File: src/hw/rbbs_consts.vh
// Purpose: constants for the relative branch and bit set execution block
// Assumes: 16-bit instruction words, 21-bit byte program counter, 12-bit data address
// Notes: quarter phases q1..q4 come from a divider on ref_clk
`ifndef RBBS_CONSTS_VH
`define RBBS_CONSTS_VH
`define RBBS_PC_W 21
`define RBBS_DADDR_W 12
`define RBBS_OP_BRA_HI 5'h1A
`define RBBS_OP_BSF_HI 4'h8
`define RBBS_OFS_MSB 10
`define RBBS_BIT_LSB 9
`define RBBS_BANK_FLAG 8
`define RBBS_ACC_SPLIT 8'h80
`define RBBS_ACC_HI_BANK 4'hF
`define RBBS_PC_RESET 21'h000000
`define RBBS_PC_STEP 21'h000002
`define RBBS_DADDR_RESET 12'h000
`define RBBS_BIT_MSB 11
`define RBBS_PHASE_COUNT 4
`endif

File: src/hw/rbbs_exec.v
// Purpose: executes relative branch and bit set in file instructions
// Assumes: instruction word valid from q1 of its cycle; data read returns same cycle
// Notes: other opcodes are treated as no operation
// Notes on behaviour
// RULE1: branch loads program counter with incremented value plus twice signed offset.
// RULE2: branch is one word and takes two instruction cycles.
// RULE3: first branch cycle decodes, reads offset, computes, writes program counter in q4.
// RULE4: bit set forces chosen bit to one, other bits kept.
// RULE5: bank flag zero selects quick-access bank, bank select ignored.
// RULE6: bank flag one takes bank from bank select register.
// RULE7: second branch cycle does nothing in every quarter phase.
`timescale 1ns/10ps
`include "rbbs_consts.vh"
module rbbs_exec (
  input wire ref_clk,
  input wire rstn,
  input wire [15:0] instr_word,
  input wire [3:0] bank_select_reg,
  input wire [7:0] data_rd,
  output reg [`RBBS_PC_W-1:0] program_counter_reg,
  output reg [`RBBS_DADDR_W-1:0] data_addr_reg,
  output reg [7:0] data_wr_reg,
  output reg data_we_reg,
  output reg [3:0] phase_out_reg,
  output reg busy_reg
);
  localparam ST_EXEC = 2'b01;
  localparam ST_NOP = 2'b10;
  wire [3:0] phase;
  reg [1:0] state_reg;
  reg [1:0] state_next;
  reg [`RBBS_PC_W-1:0] target_reg;
  reg [`RBBS_DADDR_W-1:0] addr_c;
  wire is_bra;
  wire is_bsf;
  wire exec_cyc;
  wire q1_en;
  wire q2_en;
  wire q3_en;
  wire q4_en;

  ////////////////////////////////////////////////////////////////
  rbbs_phase_gen u_phase (
    .ref_clk(ref_clk),
    .rstn(rstn),
    .phase_reg(phase)
  );

  function [`RBBS_PC_W-1:0] rbbs_sext2;
    input [`RBBS_OFS_MSB:0] ofs;
    begin
      rbbs_sext2 = {{(`RBBS_PC_W-`RBBS_OFS_MSB-2){ofs[`RBBS_OFS_MSB]}}, ofs, 1'b0};
    end
  endfunction

  function [7:0] rbbs_set_bit;
    input [7:0] value;
    input [2:0] pos;
    begin
      rbbs_set_bit = value | (8'h01 << pos);
    end
  endfunction

  assign is_bra = (instr_word[15:11] == `RBBS_OP_BRA_HI);
  assign is_bsf = (instr_word[15:12] == `RBBS_OP_BSF_HI);

  ////////////////////////////////////////////////////////////////
  // quarter phase enables and executing-cycle flag
  assign exec_cyc = (state_reg == ST_EXEC);
  assign q1_en = phase[0];
  assign q2_en = phase[1];
  assign q3_en = phase[2];
  assign q4_en = phase[3];

  ////////////////////////////////////////////////////////////////
  always @*
  begin
    if (!instr_word[`RBBS_BANK_FLAG])
    begin
      if (instr_word[7:0] < `RBBS_ACC_SPLIT)
        addr_c = {4'h0, instr_word[7:0]}; // RULE5
      else
        addr_c = {`RBBS_ACC_HI_BANK, instr_word[7:0]}; // RULE5
    end
    else
      addr_c = {bank_select_reg, instr_word[7:0]}; // RULE6
  end

  always @*
  begin
    state_next = state_reg;
    case (state_reg)
      ST_EXEC:
      begin
        if (phase[3] && is_bra)
          state_next = ST_NOP; // RULE2
      end
      ST_NOP:
      begin
        if (phase[3])
          state_next = ST_EXEC; // RULE7
      end
      default:
        state_next = ST_EXEC;
    endcase
  end

  ////////////////////////////////////////////////////////////////
  // state register
  always @(posedge ref_clk or negedge rstn)
  begin
    if (!rstn)
      state_reg <= ST_EXEC;
    else
      state_reg <= state_next;
  end

  ////////////////////////////////////////////////////////////////
  // program counter: step at q1, branch target at q4
  always @(posedge ref_clk or negedge rstn)
  begin
    if (!rstn)
      program_counter_reg <= `RBBS_PC_RESET;
    else if (exec_cyc)
    begin
      if (q1_en)
        program_counter_reg <= program_counter_reg + `RBBS_PC_STEP;
      else if (q4_en && is_bra)
        program_counter_reg <= target_reg; // RULE3
    end
  end

  // branch target, latched in q3 from the stepped counter
  always @(posedge ref_clk or negedge rstn)
  begin
    if (!rstn)
      target_reg <= `RBBS_PC_RESET;
    else if (exec_cyc && q3_en && is_bra)
      target_reg <= program_counter_reg + rbbs_sext2(instr_word[`RBBS_OFS_MSB:0]); // RULE1
  end

  ////////////////////////////////////////////////////////////////
  // data address, latched in q2 of a bit set
  always @(posedge ref_clk or negedge rstn)
  begin
    if (!rstn)
      data_addr_reg <= `RBBS_DADDR_RESET;
    else if (exec_cyc && q2_en && is_bsf)
      data_addr_reg <= addr_c; // RULE5 RULE6
  end

  // write data and one-clock write strobe at q4
  always @(posedge ref_clk or negedge rstn)
  begin
    if (!rstn)
    begin
      data_wr_reg <= 8'h00;
      data_we_reg <= 1'b0;
    end
    else
    begin
      data_we_reg <= 1'b0; // RULE7
      if (exec_cyc && q4_en && is_bsf)
      begin
        data_wr_reg <= rbbs_set_bit(data_rd, instr_word[`RBBS_BIT_MSB:`RBBS_BIT_LSB]); // RULE4
        data_we_reg <= 1'b1;
      end
    end
  end

  ////////////////////////////////////////////////////////////////
  // phase copy and branch busy flag
  always @(posedge ref_clk or negedge rstn)
  begin
    if (!rstn)
    begin
      phase_out_reg <= 4'h0;
      busy_reg <= 1'b0;
    end
    else
    begin
      phase_out_reg <= phase;
      busy_reg <= (state_next == ST_NOP); // RULE2
    end
  end
endmodule

File: src/hw/rbbs_phase_gen.v
// Purpose: quarter phase generator, one-hot q1..q4 enables
// Assumes: single ref_clk domain
// Notes: each phase lasts one ref_clk cycle
`timescale 1ns/10ps
`include "rbbs_consts.vh"
module rbbs_phase_gen (
  input wire ref_clk,
  input wire rstn,
  output reg [3:0] phase_reg
);
  always @(posedge ref_clk or negedge rstn)
  begin
    if (!rstn)
      phase_reg <= 4'h1;
    else
      phase_reg <= {phase_reg[2:0], phase_reg[3]};
  end
endmodule

File: config.mk
export PLATFORM = sky130hd
export DESIGN_NAME = rbbs_exec
export DESIGN_NICKNAME = d
export VERILOG_FILES = /design/src/hw/rbbs_exec.v /design/src/hw/rbbs_phase_gen.v
export VERILOG_INCLUDE_DIRS = /design/src /design/src/hw
export SDC_FILE = /design/constraint.sdc
export NUM_CORES = 1
export LEC_CHECK = 0
export BUFFER_PORTS_ARGS = -buffer_cell sky130_fd_sc_hd__buf_2
export CAP_MARGIN = 20
export CORE_MARGIN = 3
export CORE_UTILIZATION = 45
export CTS_CLUSTER_DIAMETER = 30
export DETAILED_ROUTE_END_ITERATION = 16
export GPL_TIMING_DRIVEN = 1
export PLACE_DENSITY = 0.66
export SETUP_SLACK_MARGIN = 0.1
export SYNTH_ARGS = -nofsm -noshare
export SYNTH_HDL_FRONTEND = slang
export SYNTH_SLANG_ARGS = --single-unit
File: constraint.sdc
create_clock -name ref_clk -period 2.8 [get_ports ref_clk]
set_input_delay 0.28 -clock ref_clk [delete_from_list [all_inputs] [get_ports ref_clk]]
set_output_delay 0.28 -clock ref_clk [all_outputs]
set_load 0.02 [all_outputs]
==> key figures <==
Power and ir drop
  • Clock power share: 0.443
  • Static Leak: between 2 and 2.5 nW
  • Sw Share: 0.238
  • Cell internal pwr: 1.56 mW
  • P_sw: 0.490 mW
  • Logic pwr share: 0.058
  • PwrDens: 428 mW/mm2
  • Register share of total power: 0.499
  • VDD IR max: roughly 230 uV

GRT
  • First-pass GRT wire length: 17.5 mm
  • Number of global-route vias before repair: 3473
  • Largest net degree at the start of global routing: 44
  • Total Routing Usage GR: 0.216
  • Antenna violations before repair: 0
  • Total grt overflow: 0

Logic synthesis
  • Post-synth top area share: 0.424
  • Ranking of synthesized cells by area: dfrtp_1, ha_1, o21ai_0
  • Synthesis-stage register bit count: 71
  • Main synth FF type: dfrtp_1
  • Sequential element share of the synthesized area: 0.437
  • Synth Instances: 443
  • Synth cell count leaders: dfrtp_1, nand2_1, o21ai_0
  • Post-Synthesis Cell Area: approximately 0.0041 mm2
  • YS warnings: 0
  • Count leader, synth: dfrtp_1
  • Yosys top cell by area: dfrtp_1
  • Syn avg cell area: 9.19 um2
  • Post-synth EDFFs: 0
  • Post-synth cell types: 56
  • Asr flop ratio synth: 1.00
  • Syn Nets: 496

STA
  • Tmin final: 2450 ps
  • Setup TNS: 0 ps
  • Setup WS post-layout: 349 ps
  • Clk_skew: 11.6 ps
  • Fin crit share: 0.875
  • Headroom to the max-slew limit: 0.538
  • F_max: 408 MHz
  • Endpoints failing hold: 0
  • Fin. max-slew vios: 0
  • Worst slew pin tran: 693 ps
  • RSZ-0062 raised after global routing: no
  • Final setup violation count: 0

Clocking
  • H-tree depth: 3
  • Clock Tree Buf Depth: 2
  • CTS root buffer: clkbuf_8
  • TritonCTS clock tree: yes
  • Total CTS buffers: 9
  • Clock latency on the worst-skew pair: 360 ps
  • Sink Count: 71
  • Post-cts resize count: 0
  • Clock slew seen by the registers of the worst setup and hold paths: 80 ps

Drt
  • Mean number of vias per cell: 5.70
  • Wire per inst: about 16 um
  • DR iter-0 viols: 155
  • Antenna viol nets, final: 0
  • Wirelength, routed: 10.4 mm
  • Vias: 3613
  • DR pass1 iterations: 5
  • DR DRC count: 0

Outcome
  • Status: finished clean

Final layout
  • Nets: 575
  • Filler cells: 805
  • Ant. Diodes: 0
  • Layout cells sized above 1: 0.238
  • Final Util: 0.547
  • Post-Layout Inst Area: 0.00479 mm2
  • Area delta synth->final: 17.7%

Critical path
  • Slowest CP cell: dfrtp_1
  • CP Data Arrival Time: 2700 ps
  • R2R cell count: 9
  • Crit. End Element: flip-flop
  • Crit-path max cell delay: 440 ps
  • CP top delay family: adder cells
  • CP Depth: 9
  • Crit path max fanout: 6
  • Crit. Startpoint: program_counter_reg[1]$_DFFE_PN0P_
  • Critical R2R Launch: program_counter_reg[1]$_DFFE_PN0P_
  • Crit path cell chain: ha_1 > fa_1 > a211oi_2 > nor2_1 > o31a_1 > nor2_4 > o21ai_1 > xor2_1 > mux2_2
  • Startpoint types: flip-flop
  • Buffers & Inverters on Critical Path: 0
  • Required time worst endpoint: 3050 ps
  • Critical Setup Path Class: reg -> reg

Die
  • I/O pins: 77
  • Die area: roughly 0.010 mm2
  • Core Region: approximately 0.0088 mm2
  • Die W: approximately 100 um
  • FP Rows: 34
  • Initial core utilization: 0.465
  • Die Span Y: 101 um

Min path
  • Hold Crit Start: instr_word[0]
  • Worst Hold Path Cells: 2
  • HP Class: in -> reg

Placed design
  • Final HPWL DP: 7.64 mm
  • RD Place Congestion: 0.893
  • Placed Area: 0.00457 mm2
  • Minimum setup slack after placement: between 300 and 400 ps
  • Port buffer count: 76

Flow run
  • Max_cap viols: 0
==> layout make-up <==
cell class / count / area, um2 / area share
clock buffers: 9 / 124 / 0.0258
clock inverters: 6 / 86.3 / 0.0180
inverters: 15 / 56.3 / 0.0117
multi-input cells: 342 / 2160 / 0.451
flip-flops and latches: 71 / 1780 / 0.371
well taps: 108 / 135 / 0.0282
repair buffers: 83 / 448 / 0.0935
==> per-layer routing <==
layer,part of all wire,track usage
met4,0.018,0.0869
met5,0,0
met1,0.46,0.304
met3,0.066,0.0429
met2,0.46,0.327
==> logic make-up (layout without fill, tap and decap cells) <==
kind of cell,after synthesis,count (layout),synth area share
flip-flops,71,71,0.437
multiplexers,13,13,0.0350
AND/OR/NAND/NOR,137,137,0.163
XOR/XNOR,17,17,0.0366
adder cells (fa/ha/maj),23,23,0.0725
buffers and inverters,30,113,0.0317
AO/OA/AOI/OAI,152,152,0.225
==> worst paths after layout <==
path	end	slack, ps
setup / recovery	target_reg[15]$_DFFE_PN0P_	350
hold / removal	data_addr_reg[0]$_DFFE_PN0P_	170
setup reg to reg	target_reg[15]$_DFFE_PN0P_	350
hold reg to reg	u_phase.phase_reg[2]$_DFF_PN0_	390
max in group asynchronous	state_reg[0]$_DFF_PN1_	1570
min in group asynchronous	program_counter_reg[2]$_DFFE_PN0P_	500
==> timing repair <==
action / in CTS / in global routing
hold buffers: 1 / 0
setup buffers: 0 / 0
hold endpoints to repair: 28 / 0
==> worst register-to-register path, stage by stage (launching register included) <==
cell	delay (ps)
dfrtp_1	440
ha_1	240
fa_1	440
a211oi_2	210
nor2_1	120
o31a_1	280
nor2_4	130
o21ai_1	80
xor2_1	140
mux2_2	260
==> metrics by stage <==
step	std cells	power (mW)	hold slack, ps
detailed placement	618	1.16	364
global placement	618	1.16	354
CTS	634	2.07	157
global route	634	2.13	169
floorplan	443	1.10	-15.6
finish	634	2.05	167
==> placed cells by master, fill, tap and decap left out, types with 2 or more instances in the layout <==
cell type	n
o22ai_1	11
or3_1	3
buf_4	5
a22oi_1	3
buf_2	76
o21ai_1	4
xnor2_1	9
o21bai_1	2
nor3_1	9
o21a_1	2
nor2_1	18
a31oi_1	7
a211oi_1	2
dfrtp_1	69
o31ai_1	3
a21o_1	3
xor2_1	8
nand3_1	15
dfstp_2	2
bufinv_16	2
mux2_2	10
o21ai_0	51
and3_1	7
clkbuf_8	9
mux2i_1	3
a21oi_1	49
clkinv_2	2
ha_1	22
nand4_1	4
nand2_1	67
o21ai_2	2
inv_1	15
nand3_2	3
==> power by group through the flow <==
stage	combinational (mW)	sequential, mW	clock [mW]
after floorplan	0.0527	1.05	0
after global placement	0.117	1.04	0
after detailed placement	0.119	1.04	0
after CTS	0.121	1.02	0.926
after global routing	0.137	1.02	0.969
final	0.119	1.02	0.909
Power figures use the tool's default switching activity.
